**config.mk**
```make
export PLATFORM = sky130hd
export DESIGN_NAME = tpc_top
export DESIGN_NICKNAME = d
export VERILOG_FILES = /design/src/design/tpc_pkg.sv /design/src/design/tpc_cnt_if.sv /design/src/design/tpc_top.sv /design/src/design/tpc_counter.sv
export VERILOG_INCLUDE_DIRS = /design/src /design/src/design
export SDC_FILE = /design/constraint.sdc
export NUM_CORES = 1
export LEC_CHECK = 0
export BUFFER_PORTS_ARGS = -buffer_cell sky130_fd_sc_hd__buf_2
export CORE_MARGIN = 8
export CORE_UTILIZATION = 30
export DETAILED_ROUTE_END_ITERATION = 7
export SLEW_MARGIN = 20
export SYNTH_ARGS = -nofsm -noshare
export SYNTH_HDL_FRONTEND = slang
export SYNTH_SLANG_ARGS = --single-unit
```
**constraint.sdc**
```tcl
create_clock -name pclk -period 3.6 [get_ports pclk]
set_clock_uncertainty 0.1 [all_clocks]
set_input_delay 0.36 -clock pclk [delete_from_list [all_inputs] [get_ports pclk]]
set_output_delay 0.36 -clock pclk [all_outputs]
set_load 0.05 [all_outputs]
```
**src/design/tpc_defs.svh**
```systemverilog
/*
 * constants for the tuner synthesiser input and counter control block:
 * register offsets, field codes, reset values and gate timing.
 * assumes it is included by bare name wherever these values are used.
 */
`ifndef TPC_DEFS_SVH
`define TPC_DEFS_SVH

// register byte offsets on the apb bus
`define TPC_OFF_INSEL   12'h000
`define TPC_OFF_STOP    12'h004
`define TPC_OFF_PORTFN  12'h008
`define TPC_OFF_SETUP   12'h00C
`define TPC_OFF_START   12'h010
`define TPC_OFF_STATUS  12'h014
`define TPC_OFF_COUNT   12'h018

// input select word, bits 1:0
`define TPC_SEL_FM      2'h0
`define TPC_SEL_AM_HI   2'h1
`define TPC_SEL_AM_LO   2'h2

// counter setup word: mode in bits 3:2, gate time in bits 1:0
`define TPC_MODE_FREQ   2'h0
`define TPC_GATE_SHORT  2'h2
`define TPC_GATE_LONG   2'h3

// status register bit positions
`define TPC_ST_BUSY     0
`define TPC_ST_DONE     1
`define TPC_ST_ACTIVE   2
`define TPC_ST_GPIN     3

// reset values
`define TPC_RST_INSEL   2'h0
`define TPC_RST_STOP    1'h1
`define TPC_RST_PORTFN  1'h0
`define TPC_RST_SETUP   4'h0

// timing
`define TPC_CLK_HZ        10000000
`define TPC_GATE_SHORT_MS 8
`define TPC_GATE_LONG_MS  32

`endif

```
**src/design/tpc_pkg.sv**
```systemverilog
/*
 * types shared by the tuner synthesiser control block.
 * assumes nothing beyond a sv compiler.
 */
package tpc_pkg;

    // charge pump drive state, one-hot
    typedef enum logic [2:0]
    {
        TPC_CP_Z  = 3'b001,
        TPC_CP_UP = 3'b010,
        TPC_CP_DN = 3'b100
    } tpc_cp_type;

    // gate counter state, one-hot
    typedef enum logic [2:0]
    {
        TPC_CNT_IDLE = 3'b001,
        TPC_CNT_GATE = 3'b010,
        TPC_CNT_DONE = 3'b100
    } tpc_cnt_state_type;

endpackage

```
**src/design/tpc_cnt_if.sv**
```systemverilog
/*
 * link between the control top and the gate counter.
 * assumes both ends run on pclk.
 */
`timescale 1ns/1ps

interface tpc_cnt_if #(parameter int CNT_W = 20, parameter int GATE_W = 24);
    logic              start;     // one-cycle start request
    logic [GATE_W-1:0] gate_cyc;  // gate length in cycles
    logic              count_en;  // pin acts as counter input
    logic              pin_rise;  // synced rising edge of pin
    logic              busy;      // gate open
    logic              done;      // count frozen
    logic [CNT_W-1:0]  count;     // counted edges

    modport ctl (output start, gate_cyc, count_en, pin_rise,
                 input busy, done, count);
    modport cnt (input start, gate_cyc, count_en, pin_rise,
                 output busy, done, count);
endinterface

```
**src/design/tpc_top.sv**
```systemverilog
/*
 * tuner synthesiser front end control: oscillator input select and
 * gating, tri-state charge pump drive, shared counter pin control, apb
 * register file.
 * assumes backup and halt indications come from logic on pclk, and
 * that the oscillator, divider, reference and counter pins are async.
 */
`timescale 1ns/1ps
`include "tpc_defs.svh"

module tpc_top
    import tpc_pkg::*;
#(
    parameter int unsigned GATE_SHORT_CYC =
        `TPC_GATE_SHORT_MS * (`TPC_CLK_HZ / 1000), // 8 ms gate
    parameter int unsigned GATE_LONG_CYC  =
        `TPC_GATE_LONG_MS * (`TPC_CLK_HZ / 1000),  // 32 ms gate
    parameter int CNT_W = 20                        // count width
)
(
    input  wire logic        pclk,                 // machine clock
    input  wire logic        presetn,              // async reset, low
    input  wire logic        psel,                 // apb select
    input  wire logic        penable,              // apb enable
    input  wire logic        pwrite,               // apb write
    input  wire logic [11:0] paddr,                // apb address
    input  wire logic [31:0] pwdata,               // apb write data
    output logic      [31:0] prdata,               // apb read data
    output logic             pready,               // apb ready
    output logic             pslverr,              // apb error
    input  wire logic        backup_mode,          // system backup
    input  wire logic        halt_mode,            // system halt
    input  wire logic        fm_osc_input,         // fm oscillator pin
    input  wire logic        am_osc_input,         // am oscillator pin
    input  wire logic        div_feedback,         // divided osc pin
    input  wire logic        ref_clk_in,           // reference pin
    input  wire logic        shared_counter_input, // shared pin
    output logic             divider_input,        // to divider
    output logic             fm_in_enable,         // fm amp on
    output logic             am_in_enable,         // am amp on
    output logic             am_low_band,          // am low band
    output logic             charge_pump_output,   // pump level
    output logic             charge_pump_oe        // pump driven
);

    localparam int GATE_W = 24;

    ////////////////////////////////////////////////////////////////////
    // declarations

    logic [1:0]  pll_input_select_word_r; // oscillator select
    logic        pll_stop_r;              // synthesiser stop
    logic        port_function_instr_r;   // 1: counter input
    logic [3:0]  counter_setup_instr_r;   // mode and gate code
    logic        counter_start_instr_r;   // start pulse
    logic [31:0] prdata_r;                // read data
    logic        fm_en_r;                 // fm path enabled
    logic        am_en_r;                 // am path enabled
    logic        am_low_r;                // am low band
    logic [2:0]  sync1_r;                 // first sync stage
    logic [2:0]  sync2_r;                 // second sync stage
    logic [2:0]  dly_r;                   // edge detect delay
    tpc_cp_type  cp_state_r;              // pump state
    tpc_cp_type  cp_state_nxt;            // next pump state

    wire         pll_active;    // synthesiser allowed to run
    wire         div_rise;      // divided osc edge
    wire         ref_rise;      // reference edge
    wire         pin_rise;      // shared pin edge
    wire         pin_level;     // shared pin level
    wire         wr_en;         // write access phase
    wire         rd_setup;      // read setup phase
    wire         addr_hit;      // mapped address
    wire         setup_ok;      // frequency mode, listed gate
    wire [GATE_W-1:0] gate_sel; // selected gate length
    wire [31:0]  rd_mux;        // read selection
    wire [CNT_W-1:0] count_w;   // counter value
    wire         busy_w;        // gate open
    wire         done_w;        // count frozen

    tpc_cnt_if #(.CNT_W(CNT_W), .GATE_W(GATE_W)) cnt_bus ();

    // address compare shared by write strobes and read mux
    function automatic logic hit(input logic [11:0] a,
                                 input logic [11:0] off);
        hit = (a == off);
    endfunction

    ////////////////////////////////////////////////////////////////////
    // apb slave

    // zero wait states: the answer is ready in the access phase
    assign pready   = 1'b1;
    assign wr_en    = psel && penable && pwrite;
    assign rd_setup = psel && !penable && !pwrite;
    assign addr_hit = hit(paddr, `TPC_OFF_INSEL)
                   || hit(paddr, `TPC_OFF_STOP)
                   || hit(paddr, `TPC_OFF_PORTFN)
                   || hit(paddr, `TPC_OFF_SETUP)
                   || hit(paddr, `TPC_OFF_START)
                   || hit(paddr, `TPC_OFF_STATUS)
                   || hit(paddr, `TPC_OFF_COUNT);
    assign pslverr  = psel && penable && !addr_hit;

    // start reads back zero; it only makes a pulse
    assign rd_mux =
        hit(paddr, `TPC_OFF_INSEL)  ? {30'h0, pll_input_select_word_r} :
        hit(paddr, `TPC_OFF_STOP)   ? {31'h0, pll_stop_r} :
        hit(paddr, `TPC_OFF_PORTFN) ? {31'h0, port_function_instr_r} :
        hit(paddr, `TPC_OFF_SETUP)  ? {28'h0, counter_setup_instr_r} :
        hit(paddr, `TPC_OFF_STATUS) ? {28'h0, pin_level, pll_active,
                                       done_w, busy_w} :
        hit(paddr, `TPC_OFF_COUNT)  ? {{(32-CNT_W){1'b0}}, count_w} :
                                      32'h0000_0000;

    // read data captured in the setup phase, held through access
    always_ff @(posedge pclk or negedge presetn)
    begin
        if (!presetn)
            prdata_r <= 32'h0000_0000;
        else if (rd_setup)
            prdata_r <= rd_mux;
    end
    assign prdata = prdata_r;

    // writable control registers; stop resets set so inputs start off
    always_ff @(posedge pclk or negedge presetn)
    begin
        if (!presetn)
        begin
            pll_input_select_word_r <= `TPC_RST_INSEL;
            pll_stop_r              <= `TPC_RST_STOP;
            port_function_instr_r   <= `TPC_RST_PORTFN;
            counter_setup_instr_r   <= `TPC_RST_SETUP;
        end
        else if (wr_en)
        begin
            if (hit(paddr, `TPC_OFF_INSEL))
                pll_input_select_word_r <= pwdata[1:0];
            if (hit(paddr, `TPC_OFF_STOP))
                pll_stop_r <= pwdata[0];
            if (hit(paddr, `TPC_OFF_PORTFN))
                port_function_instr_r <= pwdata[0];
            if (hit(paddr, `TPC_OFF_SETUP))
                counter_setup_instr_r <= pwdata[3:0];
        end
    end

    // start command is a one-cycle pulse, writing bit 0 high
    always_ff @(posedge pclk or negedge presetn)
    begin
        if (!presetn)
            counter_start_instr_r <= 1'b0;
        else
            counter_start_instr_r <= wr_en && pwdata[0]
                                     && hit(paddr, `TPC_OFF_START);
    end

    ////////////////////////////////////////////////////////////////////
    // oscillator input selection

    // reset is covered by the stop bit resetting high
    assign pll_active = !backup_mode && !halt_mode && !pll_stop_r;

    // amplifier enables registered; reserved code 3 enables nothing
    always_ff @(posedge pclk or negedge presetn)
    begin
        if (!presetn)
        begin
            fm_en_r  <= 1'b0;
            am_en_r  <= 1'b0;
            am_low_r <= 1'b0;
        end
        else
        begin
            fm_en_r  <= pll_active && pll_input_select_word_r
                        == `TPC_SEL_FM;
            am_en_r  <= pll_active && (pll_input_select_word_r
                        == `TPC_SEL_AM_HI || pll_input_select_word_r
                        == `TPC_SEL_AM_LO);
            am_low_r <= pll_input_select_word_r == `TPC_SEL_AM_LO;
        end
    end

    // oscillator path is a plain gate: it is far faster than pclk and
    // must never be sampled
    assign divider_input = (fm_en_r && fm_osc_input)
                        || (am_en_r && am_osc_input);
    assign fm_in_enable  = fm_en_r;
    assign am_in_enable  = am_en_r;
    assign am_low_band   = am_low_r;

    ////////////////////////////////////////////////////////////////////
    // pin synchronisers: divider, reference, shared pin

    always_ff @(posedge pclk or negedge presetn)
    begin
        if (!presetn)
        begin
            sync1_r <= 3'h0;
            sync2_r <= 3'h0;
            dly_r   <= 3'h0;
        end
        else
        begin
            sync1_r <= {shared_counter_input, ref_clk_in, div_feedback};
            sync2_r <= sync1_r;
            dly_r   <= sync2_r;
        end
    end

    assign div_rise  = sync2_r[0] && !dly_r[0];
    assign ref_rise  = sync2_r[1] && !dly_r[1];
    assign pin_rise  = sync2_r[2] && !dly_r[2];
    assign pin_level = sync2_r[2];

    ////////////////////////////////////////////////////////////////////
    // charge pump comparator

    // an edge that leads pushes the pump; the lagging edge releases it.
    // limitation: edges are resolved only to one pclk period
    always_comb
    begin
        cp_state_nxt = cp_state_r;
        if (!pll_active)
            cp_state_nxt = TPC_CP_Z;
        else if (div_rise && ref_rise)
            cp_state_nxt = TPC_CP_Z;
        else if (div_rise)
        begin
            case (cp_state_r)
                TPC_CP_DN: cp_state_nxt = TPC_CP_Z;
                default:   cp_state_nxt = TPC_CP_UP;
            endcase
        end
        else if (ref_rise)
        begin
            case (cp_state_r)
                TPC_CP_UP: cp_state_nxt = TPC_CP_Z;
                default:   cp_state_nxt = TPC_CP_DN;
            endcase
        end
    end

    always_ff @(posedge pclk or negedge presetn)
    begin
        if (!presetn)
            cp_state_r <= TPC_CP_Z;
        else
            cp_state_r <= cp_state_nxt;
    end

    assign charge_pump_output = cp_state_r[1];
    assign charge_pump_oe     = !cp_state_r[0];

    ////////////////////////////////////////////////////////////////////
    // universal counter control

    // reserved mode or gate codes leave the start without effect
    assign setup_ok = counter_setup_instr_r[3:2] == `TPC_MODE_FREQ
                   && counter_setup_instr_r[1];
    assign gate_sel = (counter_setup_instr_r[1:0] == `TPC_GATE_LONG)
                    ? GATE_W'(GATE_LONG_CYC)
                    : GATE_W'(GATE_SHORT_CYC);

    assign cnt_bus.start    = counter_start_instr_r && setup_ok;
    assign cnt_bus.gate_cyc = gate_sel;
    assign cnt_bus.count_en = port_function_instr_r;
    assign cnt_bus.pin_rise = pin_rise;
    assign busy_w  = cnt_bus.busy;
    assign done_w  = cnt_bus.done;
    assign count_w = cnt_bus.count;

    tpc_counter #(.CNT_W(CNT_W), .GATE_W(GATE_W)) u_counter
    (
        .pclk    (pclk),
        .presetn (presetn),
        .bus     (cnt_bus.cnt)
    );
endmodule

```
**src/design/tpc_counter.sv**
```systemverilog
/*
 * gate-time counter for the shared counter pin.
 * assumes a synced edge pulse and a validated start pulse from the top.
 */
`timescale 1ns/1ps

module tpc_counter
    import tpc_pkg::*;
#(
    parameter int CNT_W  = 20,  // count width
    parameter int GATE_W = 24   // gate length width
)
(
    input  wire logic  pclk,    // machine clock
    input  wire logic  presetn, // async reset, low
    tpc_cnt_if.cnt     bus      // link to the top
);

    tpc_cnt_state_type  state_r;     // gate state
    tpc_cnt_state_type  state_nxt;   // next gate state
    logic [GATE_W-1:0]  left_r;      // cycles left in gate
    logic [CNT_W-1:0]   count_r;     // edge count
    logic [GATE_W-1:0]  run_len_r;   // helper: cycles spent gated
    logic [GATE_W-1:0]  gate_len_r;  // helper: gate length taken

    ////////////////////////////////////////////////////////////////////
    // next state

    // a start in any state reopens the gate and clears the count
    always_comb
    begin
        state_nxt = state_r;
        case (state_r)
            TPC_CNT_IDLE: if (bus.start) state_nxt = TPC_CNT_GATE;
            TPC_CNT_GATE: if (!bus.start && left_r == '0)
                              state_nxt = TPC_CNT_DONE;
            TPC_CNT_DONE: if (bus.start) state_nxt = TPC_CNT_GATE;
            default:      state_nxt = TPC_CNT_IDLE;
        endcase
    end

    // state and gate timer
    always_ff @(posedge pclk or negedge presetn)
    begin
        if (!presetn)
        begin
            state_r <= TPC_CNT_IDLE;
            left_r  <= '0;
        end
        else
        begin
            state_r <= state_nxt;
            if (bus.start)
                left_r <= bus.gate_cyc - GATE_W'(1);
            else if (state_r == TPC_CNT_GATE && left_r != '0)
                left_r <= left_r - GATE_W'(1);
        end
    end

    // edges counted only while gated and in counter function
    always_ff @(posedge pclk or negedge presetn)
    begin
        if (!presetn)
            count_r <= '0;
        else if (bus.start)
            count_r <= '0;
        else if (state_r == TPC_CNT_GATE && bus.count_en && bus.pin_rise)
            count_r <= count_r + CNT_W'(1);
    end

    assign bus.busy  = state_r[1];
    assign bus.done  = state_r[2];
    assign bus.count = count_r;

    ////////////////////////////////////////////////////////////////////
    // checks

    // helper: measure how long the gate really stayed open
    always_ff @(posedge pclk or negedge presetn)
    begin
        if (!presetn)
        begin
            run_len_r  <= '0;
            gate_len_r <= '0;
        end
        else if (bus.start)
        begin
            run_len_r  <= '0;
            gate_len_r <= bus.gate_cyc;
        end
        else if (state_r == TPC_CNT_GATE)
            run_len_r <= run_len_r + GATE_W'(1);
    end
endmodule

```
==> impl_results.md, run 1 <==
- Routed vias/inst: about 5.0
- CTS root buf: clkbuf_16
- Overall routing resource usage: between 10% and 20%
- Leak pwr: about 0.0025 uW
- # resized after CTS: 0
- Placed insts: 646
- Synth Register Bits: between 90 and 100
- Cells along the critical path: or4_1 -> or4_4 -> o21ai_4 -> nor4_1 -> or3_1
- Fill count: roughly 1.4k
- Final setup vio count: 0
- Crit Path Category: reg2reg
- Crit path required time: around 3.7 ns
- Post-Route WL: roughly 10000 um
- Most common cell after layout, fill and taps aside: dfrtp_1
- Antenna diode count: 0
- Design Power: about 2100 uW
- CP Capture Type: flop
- Synth Instances: 421
- Cts hold-fix bufs: 0
- Port-buffer cells: 54
- GPL Wtd Cong: slightly below 0.8
- Final HPWL DP: 6890 um
- Clock transition at path regs: 0.06 ns
- Largest net degree at the start of global routing: 70
- Number of routed nets with antenna violations: 0
- Share of cells above drive strength 1: 21.5%
- F_max: approximately 350 MHz
- Final Max Slew Viols: 0
- DR DRC count: 0
- Primary FF master, synth: dfrtp_1
- Outcome: completed
- Die H: 137 um
- Total grt overflow: 0
- Max-Cap Viols: 0
- Worst r2r src: u_counter.left_r[6]
- Post-synthesis instance area: between 4000 and 5000 um2
- Num CTS Buffers: 9
- Slew headroom: 33.5%
- Total iterations of the first detailed-routing run: 4
- Rows: between 40 and 50
- Min-delay worst type: in2async
- Synthesized area per cell: about 11 um2
- Non-filler cells, final: roughly 660
- Setup Fix Bufs, Post-CTS: 0
- Peak VDD IR: between 150 and 200 uV
- Sequential cell area: 2280 um2
- Setup_tns: 0 ns
- Minimum clock period: 2.86 ns
- CP arrival: approximately 3 ns
- Core ar.: between 10000 and 15000 um2
- EDFF count, synth: 0
- First-pass GRT wire length: 16500 um
- CTS tree: yes
- CP Launch Type: flop
- Synth unique cells: 56
- Clk_lat worst skew: roughly 0.34 ns
- Final Cycle Share: approximately four fifths
- Pwr dens: a little over 400 nW/um2
- H-Tree Depth: 3
- Layout area overhead: 16.5%
- Die W: 137 um
- FFs w/ async S/R, synth: 100%
- Starting Density: a little over 30%
- Reg2Reg Depth: 5
- Critical path startpoint: u_counter.left_r[6]
- Area taken by multi-input logic gates: just under 2000 um2
- Commonest non-fill, non-tap cells in the layout: 88 x dfrtp_1, 53 x buf_2, 34 x nor2_1
- Unrepaired setup endpoints after global routing: false
- Die ar.: about 19000 um2
- Wire length per cell: 14.7 um
- Fin. Hold Viols: 0
- CTS sink count: between 90 and 100
- Worst-Margin Slew: between 0.9 and 1 ns
- Sequential-to-total area share from yosys stat: 51.5%
- Crit-path max FO: 16
- Reg2Reg Capture Point: u_counter.left_r[4]
- Initial DRC Count: 165
- Layout Nets: approximately 530
- Deepest clock path buffer count: 2
- Crit-path max cell delay: slightly above 0.7 ns
- Number of global-route vias before repair: 3341
- Vias: between 3k and 4k
- Reg-to-reg slack, setup: 0.74 ns
- Top Ports: 96
- Slowest cell on crit path: or4_1
- Yosys warnings: 0
- Number of antenna violations at the first check in global routing: 0
state kept, by name (all words and copies together), names as in the netlist:
register,cells
am_low_band,1
am_in_enable,1
cnt_bus.count_en,1
fm_in_enable,1
sync1_r,3
u_counter.left_r,24
counter_start_instr_r,1
pll_stop_r,1
dly_r,3
prdata,20
u_counter.bus.count,20
u_counter.state_r,3
sync2_r,3
cp_state_r,3
counter_setup_instr_r,4
pll_input_select_word_r,2
cell usage after synthesis, types with 3 or more instances:
library cell  instances  area (um2)
dfrtp_1              88        2200
nor2_1               34         128
nand2_1              28         105
xor2_1               26         228
a22o_1               22         193
a21oi_1              18        90.1
nor3_1               15        75.1
buf_4                13        97.6
clkbuf_1             13        48.8
nand3_1              13        65.1
inv_1                10        37.5
nand4_1              10        62.6
nor4_1                9        56.3
mux2_2                8        90.1
nor2b_1               8        50.1
o21ai_0               8        40.0
or3_1                 8        50.1
and3_1                7        43.8
or4_1                 7        52.6
o211ai_1              6        45.0
o31ai_1               6        45.0
ha_1                  5        62.6
nand3b_1              5        37.5
xnor2_1               5        43.8
a31oi_1               4        25.0
buf_6                 3        33.8
dfstp_2               3        78.8
nand2b_1              3        18.8
nor3b_1               3        22.5
per-stage QoR:
stage	cell area [um2]	setup WS (ns)	utilization [%]	hold WS, ns
global route	5160	0.631	35.6	0.0290
floorplan	4470	1.10	-	-0.0356
finish	5160	0.738	35.6	0.0231
detailed placement	4850	0.754	33.5	0.238
CTS	5160	0.735	35.6	0.0157
global placement	4850	0.777	33.5	0.238
report_power, final:
group          total, uW  internal [uW]  switching (uW)
Clock                957            575             382
Sequential          1030           1030            3.13
Combinational        105           22.1            82.7
Total               2090           1630             467
layout make-up:
class	count	area share, %
clock buffers	12	4.97
repair buffers	60	6.16
multi-input cells	301	38.5
flip-flops and latches	91	44.2
well taps	184	4.46
inverters	10	0.728
clock inverters	4	0.946
layer usage:
metal	wire length [um]	vias up	global-route usage, %
met1	4620	1636	14.2
met5	0	-	0
met2	4400	75	16.8
met3	537	15	1.46
li1	-	1605	-
met4	191	0	5.49
cell families after synthesis:
family,Yosys count,synth area share [%]
AND/OR/NAND/NOR,164,20.4
flip-flops,91,51.5
XOR/XNOR,31,6.13
adder cells (fa/ha/maj),5,1.41
AO/OA/AOI/OAI,80,13.4
other,2,0.170
multiplexers,8,2.03
buffers and inverters,40,5.00
worst max path at each step:
stage                           to  cells after the start
2_1_floorplan  u_counter.left_r[4]                      7
3_3_place_gp   u_counter.left_r[4]                      5
3_5_place_dp   u_counter.left_r[4]                      5
4_1_cts        u_counter.left_r[4]                      5
5_1_grt        u_counter.left_r[4]                      5
6_report       u_counter.left_r[4]                      5
critical path, delay by kind of cell (launching register included):
kind	cells	cell delay, ns
AOI/OAI and AO/OA	1	0.43
DFF	1	0.40
and+or+nand+nor	4	1.81
No activity file was read; power rests on OpenSTA's default activity.
==> run 2: changes to the inputs <==
--- a/config.mk
+++ b/config.mk
@@ -6,6 +6,7 @@
 export SDC_FILE = /design/constraint.sdc
 export NUM_CORES = 1
 export LEC_CHECK = 0
+export ABC_AREA = 1
 export BUFFER_PORTS_ARGS = -buffer_cell sky130_fd_sc_hd__buf_2
 export CORE_MARGIN = 8
 export CORE_UTILIZATION = 30
==> constraint.sdc (replaced) <==
create_clock -name pclk -period 2.3 [get_ports pclk]
set_clock_uncertainty 0.1 [all_clocks]
set_input_delay 0.23 -clock pclk [delete_from_list [all_inputs] [get_ports pclk]]
set_output_delay 0.23 -clock pclk [all_outputs]
set_load 0.05 [all_outputs]
==> run 2 against run 1 <==
Sequential cell count stayed put; final cell count is 42% higher; total power is 54% higher; first-iteration DRC count is 28% higher; critical path depth is 5 higher; register-to-register slack worse by 0.33 ns; critical endpoint is now u_counter.left_r[0].
==> impl_results.md, run 2 <==
- Final Cycle Share: 82.4%
- Setup_tns: 0 ns
- CTS tree: yes
- First-pass GRT wire length: approximately 21000 um
- Antenna diode count: 0
- Fill count: between 1.5k and 2k
- Crit Path Category: reg2reg
- H-Tree Depth: 3
- Most frequent cells after synthesis: 150 x nand2_1, 88 x dfrtp_1, 78 x nor2_1
- Largest register by flop count: u_counter.left_r
- Max Used Layer: met4
- Initial DRC Count: around 210
- Synth top area share: ~43%
- Final Max Slew Viols: 0
- CP arrival: 2.01 ns
- Top Ports: 96
- Deepest clock path buffer count: 2
- Synth Register Bits: 91
- Crit-path max cell delay: about 0.39 ns
- Sequential cell area: roughly 2300 um2
- Most common cell after layout, fill and taps aside: nand2_1
- CTS sink count: between 90 and 100
- Final setup vio count: 0
- DR DRC count: 0
- Share of cells above drive strength 1: between 15 and 20%
- Area taken by multi-input logic gates: 2380 um2
- Largest net degree at the start of global routing: 41
- Leak pwr: roughly 0.0031 uW
- Synth Instances: 650
- Fin. Hold Viols: 0
- CP Capture Type: flop
- Yosys warnings: 0
- Post-Route WL: around 12000 um
- Crit path required time: 2.42 ns
- Met2 WL: a little over 6000 um
- Unrepaired setup endpoints after global routing: false
- Primary FF master, synth: dfrtp_1
- Number of routed nets with antenna violations: 0
- GPL Wtd Cong: 0.885
- Port-buffer cells: 54
- Overall routing resource usage: between 10% and 20%
- Hold slack: approximately 0.013 ns
- Die H: around 150 um
- Metal3 WL: about 360 um
- Vias: 4300
- FFs w/ async S/R, synth: 100%
- Pre-CTS setup slack: roughly 0.4 ns
- Slew headroom: roughly two thirds
- Total grt overflow: 0
- Worst-Margin Slew: between 0.5 and 0.6 ns
- Max-Cap Viols: 0
- Wire length per cell: ~13 um
- Number of antenna violations at the first check in global routing: 0
- EDFF count, synth: 0
- Starting Density: a little under a third
- CTS root buf: clkbuf_16
- Design Power: about 3200 uW
- Commonest non-fill, non-tap cells in the layout: 150 x nand2_1, 88 x dfrtp_1, 78 x nor2_1
- Clock transition at path regs: ~0.070 ns
- Crit-path max FO: 12
- Cell with the most instances after synthesis: nand2_1
- Number of global-route vias before repair: approximately 4.3k
- CP Launch Type: flop
- Num CTS Buffers: 9
- Minimum clock period: 1.89 ns
- Layout Nets: just under 800
- Synth area leaders: dfrtp_1 43%, nand2_1 11%, nor2_1 5.8%, inv_1 5.5%, nand3_1 4.0%
- Clk_lat worst skew: approximately 0.35 ns
- Pwr dens: 543 nW/um2
- Max reg flops: 24
- Cell taking the most area after synthesis: dfrtp_1
- Outcome: completed
- Die ar.: 21300 um2
- Total iterations of the first detailed-routing run: 4
- Routed vias/inst: 4.56
- Final Worst Setup Slack: around 0.41 ns
- Core ar.: 16500 um2
- Sequential-to-total area share from yosys stat: 45.0%
- Post-Route M1 WL: 5620 um
- Die W: ~150 um
- Rows: 47
- Cells along the critical path: inv_1 -> ha_1 -> nand2_1 -> nor2_2 -> nand3_2 -> nand2_4 -> nand2_4 -> buf_4 -> nand2_1 -> o21ai_0
- Final HPWL DP: approximately 9400 um
- F_max: 528 MHz
- Synthesized area per cell: between 7 and 8 um2
- Layout area overhead: 17.2%
- Peak VDD IR: 353 uV
- Slowest cell on crit path: dfrtp_1
- Synth unique cells: 46
- Min-delay worst type: in2reg
- Post-synthesis instance area: 5070 um2
run 2: cell types whose count changed after synthesis, moves of 11 or more:
cell / before / now
xor2_1: 26 / 13
nor2_2: 0 / 13
a22o_1: 22 / 1
nand3_1: 13 / 40
nand2_1: 28 / 150
o21ai_0: 8 / 39
o21ai_1: 0 / 23
clkbuf_1: 13 / 2
inv_1: 10 / 74
nor2_1: 34 / 78
run 2: cell families (layout without fill, tap and decap cells):
family          Yosys count  after routing  share of synthesized area [%]
compound gates           91             91                           10.3
fa+ha+maj                 5              5                           1.23
other cells               2             13                          0.148
mux                       2              2                          0.445
simple gates            342            342                           31.4
xor+xnor                 15             15                           2.59
flops                    91             91                           45.0
buf+inv                 102            164                           8.84
run 2: metal layers:
layer | up-vias | global-route usage, %
li1 | 2210 | -
met1 | 2019 | 14.9
met4 | 0 | 3.90
met3 | 18 | 3.23
met2 | 53 | 19.7
met5 | - | 0
run 2: worst max-delay path, delay by kind of cell, from the launching register on:
family | cells | cell delay, ns
compound gates | 1 | 0.08
fa+ha+maj | 1 | 0.18
buf+inv | 2 | 0.38
flops | 1 | 0.39
simple gates | 6 | 0.64
run 2: worst paths after layout:
kind                                     startpoint                       end  slack, ns  cells after the start
worst max-delay path            u_counter.left_r[0]       u_counter.left_r[0]       0.41                     10
worst min-delay path                      pwdata[3]  counter_setup_instr_r[3]       0.01                      2
worst max register to register  u_counter.left_r[0]       u_counter.left_r[0]       0.41                     10
worst min register to register           sync1_r[2]                sync2_r[2]       0.25                      0
max in group asynchronous                   presetn                pll_stop_r       1.07                      3
min in group asynchronous                   presetn                sync1_r[0]       0.29                      2
run 2: per-stage QoR:
step,cells,utilization (%),area [um2]
after floorplan,661,-,5110
after global placement,922,33.9,5600
after detailed placement,922,33.9,5600
after CTS,942,35.9,5930
after global routing,943,35.9,5940
final,943,35.9,5940
run 2: report_power, final:
| part | switching, uW | internal [uW] | total, uW |
|---|---|---|---|
| combinational | 140 | 45.1 | 185 |
| sequential | 5.26 | 1610 | 1620 |
| clock | 620 | 800 | 1420 |
| total | 765 | 2460 | 3220 |
run 2: final cells by class:
type	instances	share of cell area, %
Multi-Input combinational cell	468	40.1
Sequential cell	91	38.4
Timing Repair Buffer	67	6.87
Inverter	81	5.16
Tap cell	220	4.64
Clock buffer	12	4.32
Clock inverter	4	0.527
run 2: what timing repair did:
| item | CTS | global route |
|---|---|---|
| gates resized for setup | 0 | 0 |
| hold buffers | 4 | 1 |
| hold endpoints to repair | 40 | 1 |
| buffers inserted | 0 | 0 |
